**src/hw/bcc_pkg.sv**
```systemverilog
// Package: offsets, field positions and types of the bridge command word block
package bcc_pkg;

  localparam logic [7:0] ADDR_CMD     = 8'h00;
  localparam logic [7:0] ADDR_FLAGS   = 8'h04;
  localparam logic [7:0] ADDR_IRQ_ST  = 8'h08;
  localparam logic [7:0] ADDR_IRQ_EN  = 8'h0c;
  localparam logic [7:0] ADDR_IRQ_CLR = 8'h10;
  localparam logic [7:0] ADDR_DEVCTL  = 8'h14;

  localparam int BIT_IRQ_OFF     = 10;
  localparam int BIT_FAST_B2B    = 9;
  localparam int BIT_ERR_REPORT  = 8;
  localparam int BIT_WAIT_CTRL   = 7;
  localparam int BIT_PARITY_RESP = 6;
  localparam int BIT_PALETTE     = 5;
  localparam int BIT_WR_INVAL    = 4;
  localparam int BIT_SPECIAL     = 3;
  localparam int BIT_BUS_MASTER  = 2;

  // Flag register layout: master parity error flag
  localparam int BIT_MPE_FLAG = 24;

  // Device-control reporting enables
  localparam int BIT_DC_NONFATAL = 1;
  localparam int BIT_DC_FATAL    = 2;

  // Interrupt event bits
  localparam int EV_MPE     = 0;
  localparam int EV_ERRMSG  = 1;
  localparam int EV_PCI_ERR = 2;
  localparam int EV_W       = 3;

  localparam logic [31:0] CMD_RESET    = 32'h0000_0000;
  localparam logic [31:0] CMD_WMASK    = 32'h0000_0154;
  localparam logic [1:0]  RESP_OKAY    = 2'b00;
  localparam logic [1:0]  RESP_SLVERR  = 2'b10;

  typedef struct packed {
    logic error_report_enable;
    logic parity_response_enable;
    logic write_invalidate_enable;
    logic bus_master_enable;
  } bcc_ctrl_t;

  typedef struct packed {
    logic fatal;
    logic nonfatal;
  } bcc_err_t;

endpackage : bcc_pkg

```
**src/hw/bcc_top.sv**
```systemverilog
// Bridge command word control bits with AXI4-Lite register access
`timescale 1ns/10ps
// Function
// - Interrupt disable bit reads zero; bridge interrupts go out on irq from enabled sticky event status.
// - Fast back-to-back, wait, palette snoop, special cycle bits hardwired zero.
// - Error reporting enable or the matching device-control enable (bit 1 non-fatal, bit 2 fatal) allows own non-fatal and fatal error reports.
// - With enable set, detected PCI-side error pin sends error messages upstream.
// - Own-error report allowed by command bit OR device-control reporting enables; pin reports need the command bit.
// - Poisoned received TLP sets parity flag only when parity response enabled.
// - Poisoning an outgoing write also sets the flag when parity response enabled.
// - Write-invalidate enable promotes memory writes; off means no promotion.
module bcc_top (
  input  wire logic              aclk,
  input  wire logic              aresetn,
  input  wire logic [7:0]        s_axi_awaddr,
  input  wire logic              s_axi_awvalid,
  output logic                   s_axi_awready,
  input  wire logic [31:0]       s_axi_wdata,
  input  wire logic [3:0]        s_axi_wstrb,
  input  wire logic              s_axi_wvalid,
  output logic                   s_axi_wready,
  output logic [1:0]             s_axi_bresp,
  output logic                   s_axi_bvalid,
  input  wire logic              s_axi_bready,
  input  wire logic [7:0]        s_axi_araddr,
  input  wire logic              s_axi_arvalid,
  output logic                   s_axi_arready,
  output logic [31:0]            s_axi_rdata,
  output logic [1:0]             s_axi_rresp,
  output logic                   s_axi_rvalid,
  input  wire logic              s_axi_rready,
  input  wire bcc_pkg::bcc_err_t own_err,
  input  wire logic              pci_err_pin_n,
  input  wire logic              pci_err_fatal,
  input  wire logic              rx_poisoned,
  input  wire logic              tx_poisoned_write,
  input  wire logic              mem_write_req,
  output bcc_pkg::bcc_ctrl_t     ctrl,
  output bcc_pkg::bcc_err_t      err_msg,
  output logic                   promote_write_inval,
  output logic                   irq
);
  import bcc_pkg::*;

  logic [31:0]     cmd_word;
  logic            mpe_flag;
  logic [2:0]      devctl;
  logic [EV_W-1:0] irq_en;
  logic [EV_W-1:0] irq_clr;
  logic [EV_W-1:0] irq_st;
  logic [EV_W-1:0] events;
  logic            aw_held;
  logic            w_held;
  logic [7:0]      aw_addr;
  logic [31:0]     w_data;
  logic [3:0]      w_strb;
  logic            do_write;
  logic            pci_err_seen;
  logic            pci_err_prev;
  logic            pci_err_rise;
  logic            report_ok;
  logic            mpe_set;
  logic [31:0]     next_rdata;
  logic [1:0]      next_rresp;

  // Write channel capture, either order
  assign s_axi_awready = !aw_held && !s_axi_bvalid;
  assign s_axi_wready  = !w_held && !s_axi_bvalid;
  assign do_write      = aw_held && w_held && !s_axi_bvalid;

  always_ff @(posedge aclk) begin
    if (!aresetn) begin
      aw_held <= 1'b0;
      aw_addr <= 8'h00;
    end else if (s_axi_awvalid && s_axi_awready) begin
      aw_held <= 1'b1;
      aw_addr <= s_axi_awaddr;
    end else if (do_write) begin
      aw_held <= 1'b0;
    end
  end

  always_ff @(posedge aclk) begin
    if (!aresetn) begin
      w_held <= 1'b0;
      w_data <= 32'h0000_0000;
      w_strb <= 4'h0;
    end else if (s_axi_wvalid && s_axi_wready) begin
      w_held <= 1'b1;
      w_data <= s_axi_wdata;
      w_strb <= s_axi_wstrb;
    end else if (do_write) begin
      w_held <= 1'b0;
    end
  end

  always_ff @(posedge aclk) begin
    if (!aresetn) begin
      s_axi_bvalid <= 1'b0;
      s_axi_bresp  <= RESP_OKAY;
    end else if (do_write) begin
      s_axi_bvalid <= 1'b1;
      case (aw_addr)
        ADDR_CMD, ADDR_FLAGS, ADDR_IRQ_EN, ADDR_IRQ_CLR, ADDR_DEVCTL: s_axi_bresp <= RESP_OKAY;
        ADDR_IRQ_ST: s_axi_bresp <= RESP_OKAY;
        default: s_axi_bresp <= RESP_SLVERR;
      endcase
    end else if (s_axi_bready) begin
      s_axi_bvalid <= 1'b0;
    end
  end

  // Only writable bits stored; fixed-zero bits never load
  always_ff @(posedge aclk) begin
    if (!aresetn) begin
      cmd_word <= CMD_RESET;
    end else if (do_write && aw_addr == ADDR_CMD) begin
      if (w_strb[0]) begin
        cmd_word[7:0] <= w_data[7:0] & CMD_WMASK[7:0];
      end
      if (w_strb[1]) begin
        cmd_word[15:8] <= w_data[15:8] & CMD_WMASK[15:8];
      end
    end
  end

  always_ff @(posedge aclk) begin
    if (!aresetn) begin
      devctl <= 3'h0;
    end else if (do_write && aw_addr == ADDR_DEVCTL && w_strb[0]) begin
      devctl <= w_data[2:0];
    end
  end

  always_ff @(posedge aclk) begin
    if (!aresetn) begin
      irq_en <= '0;
    end else if (do_write && aw_addr == ADDR_IRQ_EN && w_strb[0]) begin
      irq_en <= w_data[EV_W-1:0];
    end
  end

  assign irq_clr = (do_write && aw_addr == ADDR_IRQ_CLR && w_strb[0]) ? w_data[EV_W-1:0] : '0;

  assign ctrl.error_report_enable     = cmd_word[BIT_ERR_REPORT];
  assign ctrl.parity_response_enable  = cmd_word[BIT_PARITY_RESP];
  assign ctrl.write_invalidate_enable = cmd_word[BIT_WR_INVAL];
  assign ctrl.bus_master_enable       = cmd_word[BIT_BUS_MASTER];

  // Master parity error flag, set wins over write-one clear
  assign mpe_set = ctrl.parity_response_enable && (rx_poisoned || tx_poisoned_write);

  always_ff @(posedge aclk) begin
    if (!aresetn) begin
      mpe_flag <= 1'b0;
    end else if (mpe_set) begin
      mpe_flag <= 1'b1;
    end else if (do_write && aw_addr == ADDR_FLAGS && w_strb[3] && w_data[BIT_MPE_FLAG]) begin
      mpe_flag <= 1'b0;
    end
  end

  // PCI-side error pin, active low, edge detected after sync
  bcc_sync u_sync (
    .aclk    (aclk),
    .aresetn (aresetn),
    .pin     (!pci_err_pin_n),
    .level   (pci_err_seen)
  );

  always_ff @(posedge aclk) begin
    if (!aresetn) begin
      pci_err_prev <= 1'b0;
    end else begin
      pci_err_prev <= pci_err_seen;
    end
  end

  assign pci_err_rise = pci_err_seen && !pci_err_prev;
  assign report_ok    = ctrl.error_report_enable;

  // Error message pulses, one cycle each
  always_ff @(posedge aclk) begin
    if (!aresetn) begin
      err_msg <= '0;
    end else begin
      err_msg.nonfatal <= (own_err.nonfatal && (report_ok || devctl[BIT_DC_NONFATAL]))
                          || (pci_err_rise && !pci_err_fatal && report_ok);
      err_msg.fatal    <= (own_err.fatal && (report_ok || devctl[BIT_DC_FATAL]))
                          || (pci_err_rise && pci_err_fatal && report_ok);
    end
  end

  always_ff @(posedge aclk) begin
    if (!aresetn) begin
      promote_write_inval <= 1'b0;
    end else begin
      promote_write_inval <= mem_write_req && ctrl.write_invalidate_enable;
    end
  end

  assign events[EV_MPE]     = mpe_set;
  assign events[EV_ERRMSG]  = |err_msg;
  assign events[EV_PCI_ERR] = pci_err_rise;

  bcc_irq #(.W(EV_W)) u_irq (
    .aclk     (aclk),
    .aresetn  (aresetn),
    .event_in (events),
    .clear    (irq_clr),
    .enable   (irq_en),
    .status   (irq_st),
    .irq      (irq)
  );

  // Read channel
  always_comb begin
    next_rdata = 32'h0000_0000;
    next_rresp = RESP_OKAY;
    case (s_axi_araddr)
      ADDR_CMD:     next_rdata = cmd_word;
      ADDR_FLAGS:   next_rdata[BIT_MPE_FLAG] = mpe_flag;
      ADDR_IRQ_ST:  next_rdata[EV_W-1:0] = irq_st;
      ADDR_IRQ_EN:  next_rdata[EV_W-1:0] = irq_en;
      ADDR_IRQ_CLR: next_rdata = 32'h0000_0000;
      ADDR_DEVCTL:  next_rdata[2:0] = devctl;
      default:      next_rresp = RESP_SLVERR;
    endcase
  end

  assign s_axi_arready = !s_axi_rvalid;

  always_ff @(posedge aclk) begin
    if (!aresetn) begin
      s_axi_rvalid <= 1'b0;
      s_axi_rdata  <= 32'h0000_0000;
      s_axi_rresp  <= RESP_OKAY;
    end else if (s_axi_arvalid && s_axi_arready) begin
      s_axi_rvalid <= 1'b1;
      s_axi_rdata  <= next_rdata;
      s_axi_rresp  <= next_rresp;
    end else if (s_axi_rready) begin
      s_axi_rvalid <= 1'b0;
    end
  end

  chk_fixed_zero_bits: assert property (@(posedge aclk) disable iff (!aresetn)
    cmd_word[BIT_IRQ_OFF] == 1'b0 && cmd_word[BIT_FAST_B2B] == 1'b0 && cmd_word[BIT_WAIT_CTRL] == 1'b0
    && cmd_word[BIT_PALETTE] == 1'b0 && cmd_word[BIT_SPECIAL] == 1'b0)
    else $error("fixed zero command bit is set");

  chk_own_err_gate: assert property (@(posedge aclk) disable iff (!aresetn)
    own_err.nonfatal && !cmd_word[BIT_ERR_REPORT] && !devctl[BIT_DC_NONFATAL] && !pci_err_rise
    |=> !err_msg.nonfatal)
    else $error("non-fatal report sent while disabled");

  chk_pin_report: assert property (@(posedge aclk) disable iff (!aresetn)
    pci_err_rise && cmd_word[BIT_ERR_REPORT] |=> (err_msg.fatal || err_msg.nonfatal))
    else $error("pci error pin not reported");

  chk_or_enable: assert property (@(posedge aclk) disable iff (!aresetn)
    own_err.fatal && devctl[BIT_DC_FATAL] |=> err_msg.fatal)
    else $error("device control enable did not report fatal error");

  chk_mpe_blocked: assert property (@(posedge aclk) disable iff (!aresetn)
    !mpe_flag && !cmd_word[BIT_PARITY_RESP] |=> !mpe_flag)
    else $error("parity flag set while parity response off");

  chk_mpe_tx_set: assert property (@(posedge aclk) disable iff (!aresetn)
    tx_poisoned_write && cmd_word[BIT_PARITY_RESP] |=> mpe_flag)
    else $error("poisoned write did not set parity flag");

  chk_promote_gate: assert property (@(posedge aclk) disable iff (!aresetn)
    mem_write_req |=> promote_write_inval == $past(cmd_word[BIT_WR_INVAL]))
    else $error("write promotion does not follow enable");

  chk_ctrl_write: assert property (@(posedge aclk) disable iff (!aresetn)
    do_write && aw_addr == ADDR_CMD && w_strb[0] |=> cmd_word[7:0] == ($past(w_data[7:0]) & CMD_WMASK[7:0]))
    else $error("control write not stored");

  chk_master_reported: assert property (@(posedge aclk) disable iff (!aresetn)
    do_write && aw_addr == ADDR_CMD && w_strb[0]
    |=> ctrl.bus_master_enable == $past(w_data[BIT_BUS_MASTER]))
    else $error("bus master enable does not follow write");

  chk_fatal_gate: assert property (@(posedge aclk) disable iff (!aresetn)
    own_err.fatal && !cmd_word[BIT_ERR_REPORT] && !devctl[BIT_DC_FATAL] && !pci_err_rise
    |=> !err_msg.fatal)
    else $error("fatal report sent while disabled");

  chk_mpe_rx_set: assert property (@(posedge aclk) disable iff (!aresetn)
    rx_poisoned && cmd_word[BIT_PARITY_RESP] |=> mpe_flag)
    else $error("poisoned completion did not set parity flag");

  chk_promote_off: assert property (@(posedge aclk) disable iff (!aresetn)
    !cmd_word[BIT_WR_INVAL] |=> !promote_write_inval)
    else $error("write promoted while enable is off");

  cov_pin_report: cover property (@(posedge aclk) disable iff (!aresetn) pci_err_rise && report_ok);
  cov_mpe_set: cover property (@(posedge aclk) disable iff (!aresetn) mpe_set ##1 mpe_flag);
  cov_promote: cover property (@(posedge aclk) disable iff (!aresetn) promote_write_inval);
  cov_irq: cover property (@(posedge aclk) disable iff (!aresetn) irq);
  cov_own_fatal: cover property (@(posedge aclk) disable iff (!aresetn) own_err.fatal && report_ok);
endmodule : bcc_top

```
**src/hw/bcc_sync.sv**
```systemverilog
// Three-stage synchroniser with agreement filter for a pin input
`timescale 1ns/10ps
module bcc_sync (
  input  wire logic aclk,
  input  wire logic aresetn,
  input  wire logic pin,
  output logic      level
);
  import bcc_pkg::*;

  logic s1;
  logic s2;
  logic s3;

  always_ff @(posedge aclk) begin
    if (!aresetn) begin
      s1 <= 1'b0;
      s2 <= 1'b0;
      s3 <= 1'b0;
    end else begin
      s1 <= pin;
      s2 <= s1;
      s3 <= s2;
    end
  end

  // Change counts once stages two and three agree
  always_ff @(posedge aclk) begin
    if (!aresetn) begin
      level <= 1'b0;
    end else if (s2 == s3) begin
      level <= s3;
    end
  end
endmodule : bcc_sync

```
**src/hw/bcc_irq.sv**
```systemverilog
// Sticky interrupt status with enable and write-one clear
`timescale 1ns/10ps
module bcc_irq #(
  parameter int W = 3
) (
  input  wire logic         aclk,
  input  wire logic         aresetn,
  input  wire logic [W-1:0] event_in,
  input  wire logic [W-1:0] clear,
  input  wire logic [W-1:0] enable,
  output logic      [W-1:0] status,
  output logic              irq
);
  import bcc_pkg::*;

  generate
    for (genvar i = 0; i < W; i++) begin : g_bit
      always_ff @(posedge aclk) begin
        if (!aresetn) begin
          status[i] <= 1'b0;
        end else if (event_in[i]) begin
          status[i] <= 1'b1;
        end else if (clear[i]) begin
          status[i] <= 1'b0;
        end
      end
    end
  endgenerate

  assign irq = |(status & enable);
endmodule : bcc_irq

```
**config.mk**
```make
export PLATFORM = sky130hd
export DESIGN_NAME = bcc_top
export DESIGN_NICKNAME = d
export VERILOG_FILES = /design/src/hw/bcc_pkg.sv /design/src/hw/bcc_top.sv /design/src/hw/bcc_sync.sv /design/src/hw/bcc_irq.sv
export SDC_FILE = /design/constraint.sdc
export NUM_CORES = 1
export LEC_CHECK = 0
export BUFFER_PORTS_ARGS = -buffer_cell sky130_fd_sc_hd__buf_2
export CAP_MARGIN = 10
export CORE_MARGIN = 8
export CORE_UTILIZATION = 35
export DETAILED_ROUTE_END_ITERATION = 7
export GPL_TIMING_DRIVEN = 0
export PLACE_DENSITY_LB_ADDON = 0.08
export SYNTH_ARGS = -nofsm -noshare
export SYNTH_HDL_FRONTEND = slang
export SYNTH_SLANG_ARGS = --single-unit
```
**constraint.sdc**
```tcl
create_clock -name aclk -period 2.1 [get_ports aclk]
set_clock_uncertainty 0.1 [all_clocks]
set_input_delay 0.42 -clock aclk [delete_from_list [all_inputs] [get_ports aclk]]
set_output_delay 0.42 -clock aclk [all_outputs]
set_load 0.1 [all_outputs]
```
Word level (Yosys, flattened, before mapping):

Index checks and enable logic that the tools add are counted.

* register bits after elaboration: 92
* word-level logic and storage cells: 113
* output and inout port bits: 49

* mux-type cells: 21
* equal/unequal tests: 11
* reduce and logical (&&, ||, !) cells: 54
* bitwise gates (word level): 1

Operators with widths (count)
* $eq 8x4->1 const B: 4
* $eq 8x5->1 const B: 4
* $logic_and 1x1->1: 26
* $eq 8x3->1 const B: 2
* $logic_not 8->1: 2
* $mux 1: 16
* $reduce_bool 2->1: 8
* $pmux 3 s4: 1
* $reduce_or 6->1: 2
* $logic_not 1->1: 7
* $mux 6: 1
* $logic_or 1x1->1: 5
* $mux 2: 2
* $reduce_and 2->1: 2
* $and 3x3->3: 1
* $mux 3: 1
* $reduce_or 3->1: 1
* $reduce_or 2->1: 1
* $eq 1x1->1: 1

Logic depth before layout (Yosys ltp):

* depth in word-level cells: 7
* gate-level depth with buffers: 5
* depth with buffers taken out: 4

Cells and area by module:

A second synthesis with hierarchy kept.

* cells, all modules: 280
* area, all modules: 2476.1 µm²

Modules (own cells, without submodules)
* bcc_top: area each 2244.7 µm², seq. area each 920.9 µm², instances 1, cells each 259
* bcc_sync: area each 116.4 µm², seq. area each 80.1 µm², instances 1, cells each 10
* bcc_irq: area each 115.1 µm², seq. area each 60.1 µm², instances 1, cells each 11

Least setup slack after synthesis:

No wires, ideal clock.

* path type: register to register
* start: register s_axi_bvalid
* end: register aw_addr[0]
* period minus slack after synthesis: 3031 ps
* arrival: 2799 ps
* buffers on the path: 0
* setup slack: -931 ps
* required time: 1868 ps
* setup time: 132 ps
* stages on the path, launching flop included: 5
* cells stage by stage: dfxtp_1 nor2_1 nand2_1 nand2_1 a21oi_1

* word-level cells in the longest chain between the ends: 3

RTL lines
* start, declared: line bcc_top.sv:23 `output logic s_axi_bvalid,`
* start signal, assigned: line bcc_top.sv:99 `s_axi_bvalid <= 1'b0;`
* start signal, assigned: line bcc_top.sv:102 `s_axi_bvalid <= 1'b1;`
* start signal, assigned: line bcc_top.sv:109 `s_axi_bvalid <= 1'b0;`
* $logic_not 1->1: line bcc_top.sv:67 `assign s_axi_awready = !aw_held && !s_axi_bvalid;`
* $logic_and 1x1->1: line bcc_top.sv:67
* net s_axi_awready: line bcc_top.sv:17 `output logic s_axi_awready,`
* $logic_and 1x1->1: line bcc_top.sv:75 `end else if (s_axi_awvalid && s_axi_awready) begin`
* end signal, assigned: line bcc_top.sv:77 `aw_addr <= s_axi_awaddr;`
* end, declared: line bcc_top.sv:54 `logic [7:0] aw_addr;`

The timed path passes the listed nets, and every way through them passes these cells.
A chain may end at the register's enable or synchronous reset.

Worst setup path after layout:

* start: register irq_en[2]
* end: output irq

* word-level cells in the longest chain between the ends: 2

RTL lines
* start, declared: line bcc_top.sv:48 `logic [EV_W-1:0] irq_en;`
* start signal, assigned: line bcc_top.sv:139 `irq_en <= w_data[EV_W-1:0];`
* $and 3x3->3: line bcc_irq.sv:30 `assign irq = |(status & enable);`
* $reduce_or 3->1: line bcc_irq.sv:30
* end, declared: line bcc_top.sv:41 `output logic irq`

No other way between the ends.

==> flow_summary.json <==
{
  "status": "complete, no violations",
  "slew_headroom": 0.645,
  "drc_errors": 0,
  "h-tree-depth": 2,
  "dp_hpwl_microns": 4650,
  "cp.required_ns": 1.58,
  "worstPathMaxFanout": 3,
  "dpl.cell_count": 443,
  "holdBufCountCts": 0,
  "drt-initial-drc-count": 86,
  "post-route-util": 0.446,
  "drv_cap": 0,
  "grt_overflow": 0,
  "cts-root-buf": "clkbuf_8",
  "diodes": 0,
  "arrival_ns": 1.38,
  "leakage_uw": 0.00133,
  "io_pins": 115,
  "core_sq_um": 6640,
  "syn_area_sq_um": 2360,
  "yosys_warnings": 0,
  "routed_via_density": 4.45,
  "worstSkewPairLatency_ns": 0.31,
  "die_x_microns": 98.1,
  "routedWlPerCell_microns": 12.8,
  "row_count": 30,
  "io_buffers": 59,
  "first_pass_iters": 4,
  "tns_ns": 0,
  "cts_buffer_depth": 2,
  "gp_congestion": 0.775,
  "post_cts_buffers": 0,
  "cts_made_buffers": 5,
  "regArea_sq_um": 1060,
  "period_share": 0.904,
  "rsz0062_at_grt": "no",
  "ant_nets": 0,
  "antenna_found_initial": 0,
  "post_route_cells_drive_above_1_share": 0.286,
  "grt_pass1_wl_microns": 9490,
  "grt_max_degree": 18,
  "fp.dieH_microns": 98.1,
  "cp-start-kind": "flop",
  "first_global_vias": 1923,
  "fin_crit_ns": 1.90,
  "synth-edff-count": 0,
  "start_util": 0.355,
  "ctsResizeCount": 0,
  "finalWirelength_microns": 5790,
  "ys_seq_elements": 53,
  "critical_path.slowest_cell": "a222oi_1",
  "vdd_ir_drop_max_uv": 306,
  "stdcell_count": 451,
  "path_class": "flop to output port",
  "vias": 2008,
  "endpoint_kind": "output port",
  "final_hold_viol_count": 0,
  "netlist_instances": 278,
  "grt_util_all_layers": 0.122,
  "areaGrowthSynthToFinish_pct": 25.5,
  "async_reset_ff_frac": 0,
  "seq_area_frac_synth": 0.450,
  "hold_path_class": "primary input to flop",
  "syn-mean-instance-area_sq_um": 8.49,
  "cts_tree": "built",
  "synth_ff_type": "dfxtp_1",
  "finalSetupViolCount": 0,
  "multiInputGateArea_sq_um": 1110,
  "crit_chain": "a222oi_1, inv_1, buf_2",
  "clk_pin_slew_ns": 0.09,
  "synth_cell_types": 46,
  "p_total_uw": 2180,
  "max_freq_ghz": 0.527,
  "cts_sinks": 53,
  "tightest_slew_ns": 0.528,
  "nNetsFinal": 436,
  "dieArea_sq_um": 9630,
  "cellPowerDensity_nw_per_um2": 736,
  "drv_slew": 0,
  "critPathMaxStageDelay_ns": 0.38,
  "num-fill-cells": 696
}
==> kinds of logic (layout without fill, tap and decap cells) <==
kind of cell,after synthesis,count (layout),share of synthesized area
AOI/OAI and AO/OA,54,54,0.135
xor gates and xnor gates,1,1,0.00371
buffers and inverters,46,113,0.127
DFF,53,53,0.450
muxes,13,13,0.0551
other,1,27,0.00159
and+or+nand+nor,110,110,0.229
==> state kept, by name, indices dropped and copies added, names as in the netlist, 2 cells and up <==
register	cells
cmd_word	4
err_msg	2
u_irq.status	3
aw_addr	8
s_axi_rdata	7
devctl	3
w_data	7
irq_en	3
w_strb	3
==> critical path: cells and delay by family, from the launching register on <==
family / cells / cell delay (ns)
DFF: 1 / 0.34
buffers and inverters: 2 / 0.36
AOI/OAI and AO/OA: 1 / 0.38
==> synthesized netlist by cell type (2+ instances only) <==
cell type | n | share of area
nor2_1 | 13 | 0.021
and3_1 | 2 | 0.0053
nor2_4 | 2 | 0.0095
clkbuf_1 | 7 | 0.011
and2_1 | 5 | 0.013
buf_6 | 2 | 0.0095
a31oi_1 | 2 | 0.0053
buf_4 | 27 | 0.086
dfxtp_1 | 53 | 0.45
mux2i_1 | 13 | 0.055
nand2b_1 | 5 | 0.013
nand4_1 | 3 | 0.0080
o2bb2ai_1 | 2 | 0.0074
o21ai_0 | 9 | 0.019
inv_1 | 6 | 0.0095
a21oi_1 | 29 | 0.062
a21o_1 | 2 | 0.0064
a22oi_1 | 4 | 0.013
nand2_1 | 60 | 0.095
nor2b_1 | 4 | 0.011
nor3_1 | 2 | 0.0042
nand3_1 | 2 | 0.0042
==> power breakdown <==
part           internal (uW)  leakage [uW]  total, uW  switching, uW
logic                    119      0.000855        517            398
clock network            238     0.0000445        592            355
registers               1040      0.000432       1070           30.2
==> final cells by class <==
type,count,share of cell area
inverter,7,0.00888
clock inverter,3,0.00719
tap,80,0.0338
timing repair buffer,59,0.0997
multi-input combinational,205,0.376
buffer,39,0.0921
sequential,53,0.359
clock buffer,5,0.0232
==> cell usage in the layout, fill, tap and decap left out, types with 7 or more instances in the layout <==
cell type / synthesis / layout
buf_4: 27 / 27
a21oi_1: 29 / 29
dfxtp_1: 53 / 51
clkbuf_1: 7 / 7
o21ai_0: 9 / 9
conb_1: 1 / 27
mux2i_1: 13 / 13
nand2_1: 60 / 60
nor2_1: 13 / 11
buf_2: 1 / 60
==> layer usage <==
layer / GRT usage / routed length, microns / share of wire
met1: 0.144 / 2680 / 0.46
met2: 0.203 / 2690 / 0.46
met3: 0.0391 / 358 / 0.062
met4: 0.0432 / 61 / 0.011
met5: 0 / 0 / 0
==> worst paths after layout <==
kind | from | endpoint | slack (ns) | depth (start not counted)
setup reg to reg | aw_addr[7] | devctl[1] | 0.32 | 4
hold / removal | pci_err_pin_n | u_sync.s1 | 0.16 | 2
hold reg to reg | u_sync.s1 | u_sync.s2 | 0.34 | 1
setup / recovery | irq_en[2] | irq | 0.20 | 3
==> per-stage QoR <==
step / cell area (sq um) / setup slack (ns) / hold WS (ns)
floorplan: 2470 / 0.178 / 0.312
global placement: 2870 / 0.125 / 0.320
CTS: 2960 / 0.175 / 0.149
global route: 2960 / 0.123 / 0.153
finish: 2960 / 0.202 / 0.156
detailed placement: 2870 / 0.134 / 0.324
Power figures use the tool's default switching activity.
